## src/lrh_pkg.sv

```systemverilog
// Shared constants and types for the ring node role and handshake logic.
// Assumes an 11-bit frame: 3 control bits (sync first) and 8 data bits.
package lrh_pkg;
  localparam int unsigned FRAME_BITS     = 11;
  localparam int unsigned PAYLOAD_BITS   = 8;
  localparam int unsigned SYNC_POS       = 10;
  localparam int unsigned CLASS_MSB      = 10;
  localparam int unsigned CLASS_LSB      = 8;
  localparam int unsigned ADDR_BITS      = 10;
  localparam int unsigned MAX_NODES_BASIC = 31;
  localparam int unsigned MAX_NODES_EXT   = 961;
  // Control bit classes (sync bit leading)
  localparam logic [2:0] CLS_DATA    = 3'h0;
  localparam logic [2:0] CLS_CMD     = 3'h4;
  localparam logic [2:0] CLS_READY   = 3'h5;
  // Command payloads
  localparam logic [7:0] CMD_UNLISTEN   = 8'h3f;
  localparam logic [7:0] CMD_UNTALK     = 8'h5f;
  localparam logic [7:0] CMD_LISTEN_BASE = 8'h20;
  localparam logic [7:0] CMD_TALK_BASE  = 8'h40;
  localparam logic [7:0] CMD_ADDR_MASK  = 8'he0;
  localparam logic [7:0] CMD_TAKE_CTRL  = 8'h64;
  // Ready payloads
  localparam logic [7:0] RDY_FOR_CMD    = 8'h00;
  localparam logic [7:0] RDY_SEND_DATA  = 8'h60;
  localparam logic [7:0] RDY_END_TX     = 8'h40;
  localparam logic [4:0] ADDR_RESET     = 5'h1f;

  typedef enum logic [1:0] {LRH_SRC_IDLE, LRH_SRC_WAIT} lrh_src_state_t;

  function automatic logic [FRAME_BITS-1:0] lrh_frame(input logic [2:0] cls,
                                                      input logic [7:0] pay);
    lrh_frame = {cls, pay};
  endfunction : lrh_frame
endpackage : lrh_pkg

```

## src/lrh_ring_if.sv

```systemverilog
// Carries one frame with a valid/ready handshake between ring stages.
// Assumes producer and consumer share the single clock.
`timescale 1ns/10ps
interface lrh_ring_if;
  logic [10:0] frame;
  logic        valid;
  logic        ready;
  modport src (output frame, output valid, input ready);
  modport dst (input frame, input valid, output ready);
endinterface : lrh_ring_if

```

## src/lrh_node.sv

```systemverilog
// Ring node: controller, talker and listener roles with loop handshake.
// Assumes frames arrive already decoded and bit-encoding is done elsewhere.
// How it works
// Only an active controller node may place command frames on the ring.
// The talker sends data only after it has been told to send by the controller.
// The listener stays inactive and ignores data until a listen command enables it.
// The controller keeps at most one active talker; several listeners may be enabled.
// The system controller is active at power-up and only one controller is active.
// Without a controller a node works in fixed talk-only or listen-only mode; talk-only here stalls after one frame, its return never taken.
// Node addressing supports either 31 or 961 nodes depending on the scheme.
// Data comes only from the active talker, goes only to listeners, and changes no state.
// A source waits for its frame to return before sending the next one.
// Most frames are held until the node is ready, throttling sources to the slowest.
// A returned frame is compared with the sent one; a mismatch is an error.
// Commands are forwarded at once while a copy is kept for interpretation.
// The ready-for-command frame follows each command and is held until ready.
// Each frame is eleven bits with the leading bit as sync.
// A talker replaces the send-data ready frame with its first data frame.
// Reset leaves talker and listener inactive and the controller inactive unless system.
`timescale 1ns/10ps
module lrh_node
  import lrh_pkg::*;
#(
  parameter logic [ADDR_BITS-1:0] MY_ADDR = 10'h001
)(
  // Clock and reset
  input  wire logic                  clock,
  input  wire logic                  rst_n,
  // Configuration pins
  input  wire logic                  sys_ctrl_pin,
  input  wire logic                  talk_only_pin,
  input  wire logic                  listen_only_pin,
  input  wire logic                  ext_addr_pin,
  // Incoming ring frame
  input  wire logic                  in_valid,
  input  wire logic [FRAME_BITS-1:0] in_frame,
  output logic                       in_ready,
  // Outgoing ring frame
  output logic                       out_valid,
  output logic [FRAME_BITS-1:0]      out_frame,
  input  wire logic                  out_ready,
  // Local user side
  input  wire logic                  user_ready,
  input  wire logic                  user_cmd_valid,
  input  wire logic [7:0]            user_cmd,
  input  wire logic                  user_tx_valid,
  input  wire logic [7:0]            user_tx_data,
  input  wire logic                  user_tx_last,
  output logic                       user_tx_ready,
  output logic                       user_rx_valid,
  output logic [7:0]                 user_rx_data,
  output logic                       talker_active,
  output logic                       listener_active,
  output logic                       ctrl_active,
  output logic                       loop_error
);
  // Pin synchronisers for straps
  logic [3:0] pin_s1, pin_s2;
  always_ff @(posedge clock or negedge rst_n) begin
    if (!rst_n) begin
      pin_s1 <= '0;
      pin_s2 <= '0;
    end else begin
      pin_s1 <= {sys_ctrl_pin, talk_only_pin, listen_only_pin, ext_addr_pin};
      pin_s2 <= pin_s1;
    end
  end
  wire sys_ctrl    = pin_s2[3];
  wire talk_only   = pin_s2[2];
  wire listen_only = pin_s2[1];
  wire ext_addr    = pin_s2[0];

  // Frame decode
  wire [2:0] in_cls  = in_frame[CLASS_MSB:CLASS_LSB];
  wire [7:0] in_pay  = in_frame[PAYLOAD_BITS-1:0];
  wire       is_sync = in_frame[SYNC_POS];
  wire       is_cmd  = is_sync && in_cls == CLS_CMD;
  wire       is_rdy  = is_sync && in_cls == CLS_READY;
  wire       is_data = !is_sync && in_cls == CLS_DATA;
  wire [4:0] cmd_adr = in_pay[4:0];
  // Extended scheme: high part stored from a command with payload bits 7:5 all set, low part from this command's address field
  logic [4:0] ext_hi;
  wire [ADDR_BITS-1:0] full_adr = ext_addr ? {ext_hi, cmd_adr}
                                           : {5'h00, cmd_adr};
  wire addr_ok  = cmd_adr != ADDR_RESET;
  wire addr_hit = addr_ok && full_adr == MY_ADDR;
  wire is_lad   = is_cmd && (in_pay & CMD_ADDR_MASK) == CMD_LISTEN_BASE;
  wire is_tad   = is_cmd && (in_pay & CMD_ADDR_MASK) == CMD_TALK_BASE;
  wire is_unl   = is_cmd && in_pay == CMD_UNLISTEN;
  wire is_unt   = is_cmd && in_pay == CMD_UNTALK;
  wire is_sda   = is_rdy && in_pay == RDY_SEND_DATA;
  wire is_rfc   = is_rdy && in_pay == RDY_FOR_CMD;
  wire is_eot   = is_rdy && in_pay == RDY_END_TX;

  // Role state
  logic talk_addr, sending, cmd_pending;
  logic src_busy, src_done, src_err;
  // Frames held at this node wait for local readiness; commands do not
  wire hold_ok  = user_ready;
  // Loading needs an empty output stage and an idle source; waiting for out_ready here would deadlock
  wire fwd_ok   = !out_valid && !src_busy;
  wire own_src  = sending || ctrl_active;
  wire consume  = in_valid && own_src;
  wire pass_now = in_valid && !own_src && (is_cmd || hold_ok);
  assign in_ready = consume || (pass_now && fwd_ok);

  // Source selection feeding the source handshake
  lrh_ring_if src_req ();
  lrh_ring_if ring_out ();
  wire  ctrl_send = ctrl_active && user_cmd_valid;
  wire  data_send = (sending || talk_only) && user_tx_valid;
  assign src_req.valid = ctrl_send || data_send;
  assign src_req.frame = ctrl_send ? lrh_frame(CLS_CMD, user_cmd)
                                   : lrh_frame(CLS_DATA, user_tx_data);
  wire src_take = src_req.valid && src_req.ready;
  lrh_source u_src (
    .clock     (clock),
    .rst_n     (rst_n),
    .req       (src_req),
    .ring      (ring_out),
    .ret_valid (in_valid && own_src),
    .ret_frame (in_frame),
    .busy      (src_busy),
    .done      (src_done),
    .err       (src_err)
  );
  assign ring_out.ready = !(pass_now && fwd_ok) && !out_valid;

  logic last_pend;
  always_ff @(posedge clock or negedge rst_n) begin
    if (!rst_n) begin
      talker_active   <= 1'b0;
      listener_active <= 1'b0;
      ctrl_active     <= 1'b0;
      talk_addr       <= 1'b0;
      sending         <= 1'b0;
      cmd_pending     <= 1'b0;
      last_pend       <= 1'b0;
      ext_hi          <= '0;
      user_tx_ready   <= 1'b0;
      loop_error      <= 1'b0;
    end else begin
      ctrl_active <= sys_ctrl && !talk_only && !listen_only;
      if (in_valid && in_ready && !own_src) begin
        if (is_unl) listener_active <= 1'b0;
        if (is_lad && addr_hit) listener_active <= 1'b1;
        if (is_tad) talk_addr <= addr_hit;
        if (is_unt) talk_addr <= 1'b0;
        if (is_cmd && in_pay[7:5] == 3'h7) ext_hi <= in_pay[4:0];
      end
      if (in_valid && is_sda && talk_addr && !own_src) sending <= 1'b1;
      talker_active <= talk_addr || talk_only;
      if (src_take && data_send) last_pend <= user_tx_last;
      if (src_done && sending && last_pend) begin
        sending   <= 1'b0;
        last_pend <= 1'b0;
      end
      cmd_pending   <= ctrl_send && src_take ? 1'b1 : (src_done ? 1'b0 : cmd_pending);
      user_tx_ready <= data_send && src_take;
      if (src_done) loop_error <= src_err;
    end
  end

  // Output register: passed frame or own sourced frame; SDA is swallowed at an addressed talker
  always_ff @(posedge clock or negedge rst_n) begin
    if (!rst_n) begin
      out_valid     <= 1'b0;
      out_frame     <= '0;
      user_rx_valid <= 1'b0;
      user_rx_data  <= '0;
    end else begin
      if (out_valid && out_ready) out_valid <= 1'b0;
      if (pass_now && fwd_ok && !out_valid && !(is_sda && talk_addr)) begin
        out_valid <= 1'b1;
        out_frame <= in_frame;
      end else if (ring_out.valid && ring_out.ready) begin
        out_valid <= 1'b1;
        out_frame <= ring_out.frame;
      end
      // Data reaches the user only on an enabled listener or in listen-only mode
      user_rx_valid <= pass_now && fwd_ok && is_data
                       && (listener_active || listen_only);
      user_rx_data  <= in_pay;
    end
  end
endmodule : lrh_node

```

## src/lrh_source.sv

```systemverilog
// Source handshake: one frame in transit, compare on return.
// Assumes the returning frame is presented by the receive side of the node.
`timescale 1ns/10ps
module lrh_source
  import lrh_pkg::*;
(
  // Clock and reset
  input  wire logic                  clock,
  input  wire logic                  rst_n,
  // Frame to send and ring output
  lrh_ring_if.dst                    req,
  lrh_ring_if.src                    ring,
  // Returned frame
  input  wire logic                  ret_valid,
  input  wire logic [FRAME_BITS-1:0] ret_frame,
  // Result
  output logic                       busy,
  output logic                       done,
  output logic                       err
);
  lrh_src_state_t state;
  logic [FRAME_BITS-1:0] sent;
  wire take = req.valid && ring.ready && state == LRH_SRC_IDLE;
  wire back = ret_valid && state == LRH_SRC_WAIT;

  assign req.ready  = ring.ready && state == LRH_SRC_IDLE;
  assign ring.valid = req.valid && state == LRH_SRC_IDLE;
  assign ring.frame = req.frame;
  assign busy       = state == LRH_SRC_WAIT;

  always_ff @(posedge clock or negedge rst_n) begin
    if (!rst_n) begin
      state <= LRH_SRC_IDLE;
      sent  <= '0;
      done  <= 1'b0;
      err   <= 1'b0;
    end else begin
      done <= back;
      if (back) err <= ret_frame != sent;
      if (take) begin
        sent  <= req.frame;
        state <= LRH_SRC_WAIT;
      end else if (back) begin
        state <= LRH_SRC_IDLE;
      end
    end
  end
endmodule : lrh_source
```

## config.mk

```make
export PLATFORM = sky130hd
export DESIGN_NAME = lrh_node
export DESIGN_NICKNAME = d
export VERILOG_FILES = /design/src/lrh_pkg.sv /design/src/lrh_ring_if.sv /design/src/lrh_node.sv /design/src/lrh_source.sv
export SDC_FILE = /design/constraint.sdc
export NUM_CORES = 1
export LEC_CHECK = 0
export ABC_AREA = 1
export BUFFER_PORTS_ARGS = -buffer_cell sky130_fd_sc_hd__buf_4
export CORE_UTILIZATION = 52
export DETAILED_ROUTE_END_ITERATION = 8
export PLACE_DENSITY = 0.9
export SYNTH_ARGS = -nofsm -noshare
export SYNTH_HDL_FRONTEND = slang
export SYNTH_SLANG_ARGS = --single-unit
export TNS_END_PERCENT = 50
```

## constraint.sdc

```tcl
create_clock -name clock -period 1.91 [get_ports clock]
set_clock_uncertainty 0.15 [all_clocks]
set_input_delay 0.4775 -clock clock [delete_from_list [all_inputs] [get_ports clock]]
set_output_delay 0.4775 -clock clock [all_outputs]
set_load 0.005 [all_outputs]
```

## Yosys cells after proc, flatten, opt, wreduce, memory -nomap -nowiden

Cells that the tools add are included.

| storage, ports and cells | value |
|---|---|
| bits of input ports | 39 |
| bits in registers | 57 |

| operators by class | value |
|---|---|
| muxes and demuxes | 17 |
| eq/ne operators | 12 |
| reductions and logical operators | 69 |

Operators by type and width:

| operator | number |
|---|---|
| 1-bit logical AND | 42 |
| 11-bit 2-to-1 mux | 3 |
| 8-bit by 7-bit == test with 1-bit output (second input constant) | 2 |
| 2-bit nonzero test | 6 |
| 1-bit 2-to-1 mux | 11 |
| 11-bit inequality test | 1 |
| 10-bit by 1-bit == test with 1-bit output (second input constant) | 1 |
| 10-bit 2-to-1 mux | 1 |
| 3-bit == test (second input constant) | 3 |
| 8-bit by 6-bit == test with 1-bit output (second input constant) | 1 |
| 1-bit logical NOT | 8 |
| 1-bit logical OR | 7 |
| 2-bit AND reduction | 3 |
| 5-bit inequality test (second input constant) | 1 |
| 2-bit 2-to-1 mux | 2 |
| 3-bit by 1-bit == test with 1-bit output (second input constant) | 1 |
| 3-bit by 2-bit == test with 1-bit output (second input constant) | 1 |
| 3-bit logical NOT | 1 |
| 3-bit nonzero test | 1 |
| 2-bit by 1-bit == test with 1-bit output (second input constant) | 1 |
| 2-bit logical NOT | 1 |

## Logic depth before layout (Yosys ltp)

Gate-level depths: netlist of run 1.

| depth | value |
|---|---|
| word-level depth | 12 |
| gate-level depth with buffers | 10 |

## By module

From an unflattened synthesis of run 1, not the netlist that was laid out.

| second synthesis, totals | value |
|---|---|
| cells, all modules | 341 |
| area, all modules | 2830.2 µm² |

Modules (own cells, without submodules):

| module | cells each | area an instance (µm²) | times used |
|---|---|---|---|
| lrh_node | 235 | 1964.4 | 1 |
| lrh_source | 106 | 865.8 | 1 |

## Worst setup path before layout of run 1

No wires, ideal clock.

| timing | value |
|---|---|
| kind | in2out |
| start | in in_frame[8] |
| end | out in_ready |
| cell stages on the path | 5 |
| path slack | 322 ps |
| buffers on the path | 0 |
| data arrival time | 961 ps |
| required time | 1282 ps |
| cells stage by stage | nor2_2 nand2_2 nand2_2 nand3_1 nand2_1 |

| on the way | value |
|---|---|
| cells in the longest elaborated chain, start to end | 6 |

Ends and longest elaborated chain:

| element | RTL line | text |
|---|---|---|
| from (decl) | lrh_node.sv:36 | `input wire logic [FRAME_BITS-1:0] in_frame,` |
| 3-bit == test | lrh_node.sv:77 | `wire is_cmd = is_sync && in_cls == CLS_CMD;` |
| 1-bit logical AND | lrh_node.sv:77 |  |
| 1-bit logical OR | lrh_node.sv:104 | `wire pass_now = in_valid && !own_src && (is_cmd \|\| hold_ok);` |
| 1-bit logical AND | lrh_node.sv:104 |  |
| 1-bit logical AND | lrh_node.sv:105 | `assign in_ready = consume \|\| (pass_now && fwd_ok);` |
| 1-bit logical OR | lrh_node.sv:105 |  |
| to (decl) | lrh_node.sv:37 | `output logic in_ready,` |

No other way between the ends.

## Worst setup path after layout of run 1

| timing | value |
|---|---|
| start | reg sending |
| end | out in_ready |

| on the way | value |
|---|---|
| cells in the longest elaborated chain, start to end | 6 |
| elaborated cells on any way between the ends | 7 |
| those cells by class | reduce/logical: 7 |

Ends and longest elaborated chain:

| element | RTL line | text |
|---|---|---|
| from (decl) | lrh_node.sv:96 | `logic talk_addr, sending, cmd_pending;` |
| from (signal assigned) | lrh_node.sv:136 | `sending <= 1'b0;` |
| from (signal assigned) | lrh_node.sv:151 | `if (in_valid && is_sda && talk_addr && !own_src) sending <= 1'b1;` |
| from (signal assigned) | lrh_node.sv:155 | `sending <= 1'b0;` |
| 1-bit logical OR * | lrh_node.sv:102 | `wire own_src = sending \|\| ctrl_active;` |
| 1-bit logical NOT | lrh_node.sv:104 |  |
| 1-bit logical AND (2 in series) | lrh_node.sv:104 |  |
| 1-bit logical AND | lrh_node.sv:105 |  |
| 1-bit logical OR * | lrh_node.sv:105 |  |

Mark *: on every way between the ends. The rest lies on a longest branch, timed or not.

==> results of run 1 <==
-- placed cells by master, fill, tap and decap left out, drive strengths merged --
cell type    n
nand4        2
nor2        17
inv         31
o21ai       10
nand2      118
clkinvlp     1
xnor2        3
dfrtp       54
or2          1
clkbuf       6
clkinv       2
nand3       42
nor3         4
buf         78
o211ai       2
a21boi       1
a21oi        3
-- how the worst max path moves through the flow --
stage	endpoint	cells after the start	startpoint
after floorplan	in_ready	5	in_frame[8]
after global placement	in_ready	7	in_frame[8]
after detailed placement	out_frame[4]$_DFFE_PN0P_	10	in_frame[8]
after CTS	in_ready	6	sending$_DFFE_PN0P_
after global routing	in_ready	6	sending$_DFFE_PN0P_
final	in_ready	6	sending$_DFFE_PN0P_
-- flip-flops by register name, indices dropped and copies added, names as in the netlist, 4 cells and up --
signal        count
out_frame        11
pin_s1            4
pin_s2            4
u_src.sent        9
user_rx_data      8
ext_hi            5
-- cell families after synthesis --
group	after synthesis	synth area share, %
simple gates	184	33.6
flops	54	54.7
buf+inv	38	6.68
compound gates	16	4.00
xor+xnor	3	1.06
-- metrics by stage --
| step | std cells | area [um2] |
|---|---|---|
| finish | 427 | 3210 |
| floorplan | 295 | 2470 |
| CTS | 425 | 3180 |
| global route | 427 | 3210 |
| global placement | 415 | 3060 |
| detailed placement | 415 | 3060 |
-- area by class of cell --
| type | count | share of cell area, % |
|---|---|---|
| Clock buffer | 6 | 2.58 |
| Tap cell | 52 | 2.03 |
| Inverter | 32 | 3.75 |
| Timing Repair Buffer | 78 | 18.7 |
| Sequential cell | 54 | 42.2 |
| Multi-Input combinational cell | 203 | 30.4 |
| Clock inverter | 2 | 0.390 |
-- metal layers --
layer | up-vias | wire (um) | GRT usage, %
li1 | 1088 | - | -
met1 | 1044 | 2320 | 31.0
met2 | 88 | 3060 | 42.9
met3 | 21 | 356 | 5.56
met4 | 0 | 187 | 10.9
met5 | - | 0 | 0
-- power groups by stage --
stage | clock network, uW | logic (uW) | registers, uW
after floorplan | 0 | 650 | 1600
after CTS | 661 | 1220 | 1600
after detailed placement | 0 | 1160 | 1620
final | 655 | 1240 | 1610
after global placement | 0 | 1110 | 1610
after global routing | 720 | 1390 | 1630
-- what timing repair did --
item | CTS | global route
buffers inserted | 2 | 2
endpoints found under the setup margin | 1 | 1
gates resized for setup | 3 | 4
pin swaps | 2 | 1
==> results by group, run 1 <==
Final layout
  • Multi-input gate area: 976 um2
  • Synthesis-to-layout area growth: 29.7%
  • Reg area: 0.00135 mm2
  • Core Util, Final: 71.6%
  • Final net count: 413
  • Share of post-route cells with drive strength above 1: 30.7%
  • Ant diodes: 0
  • Fillers: 355

Timing
  • Crit path time final: 1.85 ns
  • Slew Limit Fails: 0
  • Final Cycle Share: 96.7%
  • Sum Neg Setup Slack: 0 ns
  • Slew @ Worst Pin: 0.659 ns
  • Worst slew margin: 56.1%
  • Fmax: 541 MHz
  • Hold Slack: 0.0421 ns
  • PnR worst setup slack: 0.0630 ns
  • Final hold violation count: 0
  • Count of final setup violators: 0

CTS
  • Reg clk slew, reported paths: 0.09 ns
  • CTS tree: done
  • Clock Sinks: 54
  • Post-CTS Hold Buffers: 0
  • Clk Latency, worst-skew pair: 0.31 ns
  • Clock Path Buffers: 2
  • Root buf cell: clkbuf_8
  • Htree depth: 2
  • CTS Buf Count: 5

Routing
  • DRC violations left: 5
  • Vias: 2241
  • Drt total wl: 5930 um
  • First drt pass iteration count: 6
  • Vias per cell: 5.25
  • DR iter-0 viols: 177
  • Average wire per standard cell: 13.9 um
  • Antenna-violating nets left: 0

Synthesis
  • Top-area cell type share of the netlist area: 54.7%
  • Mapped Area: 0.00247 mm2
  • Post-Synthesis Net Count: 334
  • Most frequent cell after synthesis: nand2_1
  • Commonest cells post-synth: 111 x nand2_1, 54 x dfrtp_1, 41 x nand3_1
  • Post-Synthesis Cells: 295
  • Synth top area cells: dfrtp_1 55%, nand2_1 17%, nand3_1 8.3%, inv_1 3.2%, nor2_1 2.0%
  • Syn avg cell area: 8.38 um2
  • Fraction of the yosys area taken by sequential cells: 54.7%
  • Synth cell types: 26
  • Number of enable flip-flop cells after synthesis: 0
  • Yosys reg bits: 54
  • Synth area leader: dfrtp_1
  • Top_reg_cell synth: dfrtp_1
  • Ys Warns: 0
  • Asr flop ratio synth: 100%

Critical path
  • Worst r2r path cells: 9
  • Crit-path max FO: 3
  • Slowest-stage cell, CP: dfrtp_1
  • Reg-to-Reg Start: ctrl_active$_DFF_PN0_
  • Crit path cell chain: inv_2, nand2_2, nor2_4, nand3_2, nand2_1, buf_4
  • Worst Path Arrival: 1.22 ns
  • Critical path startpoint category: flip-flop
  • Critical path required time: 1.28 ns
  • CP bufs+invs: 2
  • Worst flop-to-flop path endpoint: out_frame[3]$_DFFE_PN0P_
  • WS Path Type: flip-flop to output pin
  • Reg-to-reg setup timing slack: 0.19 ns
  • Crit path largest cell delay: 0.40 ns
  • CP delay by family, top: flip-flops
  • Critical path capture point type: output pin

Placed design
  • Gpl congestion: 0.894
  • IO Port Bufs: 65
  • Final HPWL DP: 4380 um
  • Dpl ws: 0.0785 ns

Global routing
  • Vias in the first global route: 2156
  • Initial antenna violation count: 0
  • Largest net degree at the start of global routing: 55
  • All-Layer GR Usage: 25.2%
  • First-pass GRT wire length: 9710 um
  • Gr ovfl total: 0

Power and ir drop
  • Comb pwr share: 35.5%
  • Psw: 1200 uW
  • Sw Share: 34.1%
  • Pint: 2310 uW
  • Pleak: 0.00175 uW
  • Total Power: 3500 uW
  • VDD IR max: 0.682 mV
  • Sequential share of power: 45.8%
  • Clk network pwr share: 18.7%
  • PD cells: 1090 mW/mm2

Floorplanning
  • Die height: 71.0 um
  • Row count: 24
  • Initial Utilization: 55.3%
  • IO Pins: 66
  • Die area: 0.00503 mm2
  • Core box area: 0.00447 mm2
  • DIE WIDTH: 71.0 um

Min path
  • Hold Path Class: input port to asynchronous set/reset pin

Status
  • Status: finished, violations left
  • Failing checks: DRC

Run
  • Max_cap viols: 0
(Power assumes the default switching activity.)
==> run 2: changes to the inputs <==
--- a/config.mk
+++ b/config.mk
@@ -5,11 +5,10 @@
 export SDC_FILE = /design/constraint.sdc
 export NUM_CORES = 1
 export LEC_CHECK = 0
-export ABC_AREA = 1
 export BUFFER_PORTS_ARGS = -buffer_cell sky130_fd_sc_hd__buf_4
-export CORE_UTILIZATION = 52
+export CORE_UTILIZATION = 51
 export DETAILED_ROUTE_END_ITERATION = 8
-export PLACE_DENSITY = 0.9
+export PLACE_DENSITY = 0.89
 export SYNTH_ARGS = -nofsm -noshare
 export SYNTH_HDL_FRONTEND = slang
 export SYNTH_SLANG_ARGS = --single-unit
==> run 2 against run 1 <==
Power increased by 17%. Clock power down 3%. Worst hold slack worse by 0.0045 ns. Critical path type unchanged. Setup slack got worse by 0.36 ns. Sequential power rose by 5%. Register-to-register slack worse by 0.34 ns. Via count grew 1.3%. Global-route usage up 2.8 points. Sequential share of layout area down 4.0 points. Sequential cell count unchanged. The flow finishes with violations (setup timing). Highest routed layer unchanged. Cell area is 10% higher.
==> results by group, run 2 <==
Timing
  • Crit path time final: 2.21 ns
  • Fmax: 453 MHz
  • Worst slew margin: 55.3%
  • Final hold violation count: 0
  • Count of final setup violators: 20
  • Unrepaired setup endpoints after global routing: yes
  • Final Cycle Share: 116%
  • PnR worst setup slack: -0.296 ns
  • Slew @ Worst Pin: 0.671 ns
  • Slew Limit Fails: 0

Final layout
  • Most flops, register: out_frame
  • Most common cell after layout, fill and taps aside: buf_4
  • Ant diodes: 0
  • Fillers: 246
  • Post-Layout Cell Count: 369
  • Largest registers: out_frame (11), u_src.sent (9), user_rx_data (8)
  • Most frequent cells in the layout: 105 x buf_4, 54 x dfrtp_1, 16 x a21oi_1
  • Share of post-route cells with drive strength above 1: 48.6%
  • Max reg flops: 11
  • Core Util, Final: 80.8%
  • Synthesis-to-layout area growth: 52.1%
  • Final net count: 355

Routing
  • DR iter-0 viols: 233
  • DRC violations left: 0
  • Antenna-violating nets left: 0
  • Vias per cell: 6.15
  • Drt total wl: 7640 um
  • First drt pass iteration count: 5
  • Average wire per standard cell: 20.7 um
  • Vias: 2270

Placed design
  • Dpl cells: 347
  • Gpl congestion: 0.851
  • IO Port Bufs: 65
  • Final HPWL DP: 4580 um

Global routing
  • Vias in the first global route: 2114
  • First-pass GRT wire length: 10300 um
  • Gr ovfl total: 0
  • Initial antenna violation count: 0
  • All-Layer GR Usage: 27.9%
  • Largest net degree at the start of global routing: 55

Synthesis
  • Top_reg_cell synth: dfrtp_1
  • Syn avg cell area: 11.5 um2
  • Ys Warns: 0
  • Top-area cell type share of the netlist area: 58.0%
  • Post-synthesis mux area share: 3.33%
  • Post-Synthesis Cells: 203
  • Simple-gate share of the synthesized area: 15.4%
  • Yosys reg bits: 54
  • Synth top area cells: dfrtp_1 58%, a21oi_1 3.7%, xnor2_1 3.4%, a2111oi_0 3.0%, mux2_2 2.9%
  • Synth area leader: dfrtp_1
  • Most frequent cell after synthesis: dfrtp_1
  • Asr flop ratio synth: 100%
  • Fraction of the yosys area taken by sequential cells: 58.0%
  • Commonest cells post-synth: 54 x dfrtp_1, 17 x a21oi_1, 12 x nand2_1
  • Synth cell types: 42
  • Mapped Area: 0.00233 mm2
  • Number of enable flip-flop cells after synthesis: 0
  • Synth Area in Adders: 0%
  • Compound-cell area share of the yosys netlist: 16.6%
  • Synth Area in XOR/XNOR: 3.39%
  • Post-Synthesis Net Count: 242
  • Largest family of logic cells by synthesized area: compound AO/OA/AOI/OAI gates

Critical path
  • Crit path cell chain: or2_4, buf_8, a211oi_4, inv_2, nand2_2, buf_6
  • CP delay by family, top: flip-flops
  • Crit path largest cell delay: 0.40 ns
  • CP Depth: 6
  • Crit-path max FO: 2
  • Critical path required time: 1.28 ns
  • Worst r2r path cells: 10
  • Slowest-stage cell, CP: dfrtp_1
  • WS Path Type: flip-flop to output pin
  • Critical path startpoint category: flip-flop
  • Critical path capture point type: output pin
  • Worst Path Arrival: 1.58 ns
  • CP bufs+invs: 3

Floorplanning
  • Initial Utilization: 53.1%
  • Die height: 69.6 um
  • Die area: 0.00484 mm2
  • Row count: 24
  • DIE WIDTH: 69.6 um
  • IO Pins: 66
  • Core box area: 0.00438 mm2

Power and ir drop
  • PD cells: 1160 mW/mm2
  • Pleak: 0.00163 uW
  • Pint: 2670 uW
  • Comb pwr share: 43.2%
  • Clk network pwr share: 15.5%
  • Sequential share of power: 41.2%
  • Psw: 1430 uW
  • VDD IR max: 0.816 mV
  • Sw Share: 34.9%

Status
  • Failing checks: setup timing
  • Status: finished, violations left

CTS
  • Clk Latency, worst-skew pair: 0.31 ns
  • Clock Path Buffers: 2
  • CTS Buf Count: 5
  • Clock Sinks: 54
  • Htree depth: 2
  • Reg clk slew, reported paths: 0.10 ns
  • CTS tree: done
  • Root buf cell: clkbuf_8

Run
  • Max_cap viols: 0

Min path
  • Hold Path Class: input port to asynchronous set/reset pin
## run 2: cell count changes after synthesis, moves of 8 or more
cell	change
inv_2	-8
a21oi_1	+15
nand3_1	-30
and3_1	+8
nand2_1	-99
o31ai_1	+8
inv_1	-16
a2111oi_0	+8
## run 2: repair_timing
item	4_1_cts	5_1_grt
pin swaps	4	11
gates resized for setup	23	25
buffers inserted	9	7
hold buffers	0	0
setup endpoints to repair	26	29
## run 2: metal layers
layer | share of wire (%) | vias to the layer above | routed length [um] | GRT usage, %
met4 | 2.8 | 0 | 216 | 11.6
met5 | 0 | - | 0 | 0
met2 | 52 | 151 | 3980 | 45.6
met1 | 37 | 1131 | 2860 | 34.7
li1 | - | 967 | - | -
met3 | 7.6 | 21 | 578 | 8.28
## run 2: final timing paths
| kind | end | startpoint | slack, ns |
|---|---|---|---|
| worst max-delay path | in_ready | u_src.state[0]$_DFFE_PN0P_ | -0.30 |
| worst min-delay path | talker_active$_DFF_PN0_ | rst_n | 0.04 |
| worst max register to register | user_rx_valid$_DFF_PN0_ | u_src.state[0]$_DFFE_PN0P_ | -0.15 |
| worst min register to register | pin_s2[0]$_DFF_PN0_ | pin_s1[0]$_DFF_PN0_ | 0.20 |
| max in group asynchronous | u_src.sent[7]$_DFFE_PN0P_ | rst_n | 1.11 |
| min in group clock | pin_s1[0]$_DFF_PN0_ | ext_addr_pin | 0.12 |
## run 2: per-stage QoR
step	hold slack [ns]	worst slack (ns)	setup TNS, ns	total power [uW]	cell area [um2]
3_3_place_gp	0.183	-0.310	-6.11	2950	3120
3_5_place_dp	0.185	-0.367	-7.38	3030	3120
2_1_floorplan	0.0319	-0.144	-0.258	2340	2330
4_1_cts	0.0653	-0.311	-0.887	3780	3350
5_1_grt	0.0828	-0.362	-2.65	4300	3540
6_report	0.0376	-0.296	-1.78	4100	3540
## run 2: cell families (layout without fill, tap and decap cells)
kind of cell,Yosys count,in the layout
xor+xnor,9,9
compound gates,55,55
flops,54,54
simple gates,62,62
buf+inv,16,130
mux,7,7
## run 2: power groups by stage
stage	combinational [uW]	sequential (uW)	clock [uW]
3_3_place_gp	1270	1680	0
6_report	1770	1690	637
4_1_cts	1480	1670	633
2_1_floorplan	675	1660	0
3_5_place_dp	1340	1690	0
5_1_grt	1900	1710	688
## run 2: final cells by class
type | instances | area, um2 | area share (%)
Sequential cell | 54 | 1350 | 38.1
Multi-Input combinational cell | 133 | 1090 | 30.7
Timing Repair Buffer | 116 | 928 | 26.2
Clock buffer | 6 | 72.6 | 2.05
Tap cell | 52 | 65.1 | 1.84
Inverter | 6 | 22.5 | 0.636
Clock inverter | 2 | 13.8 | 0.389
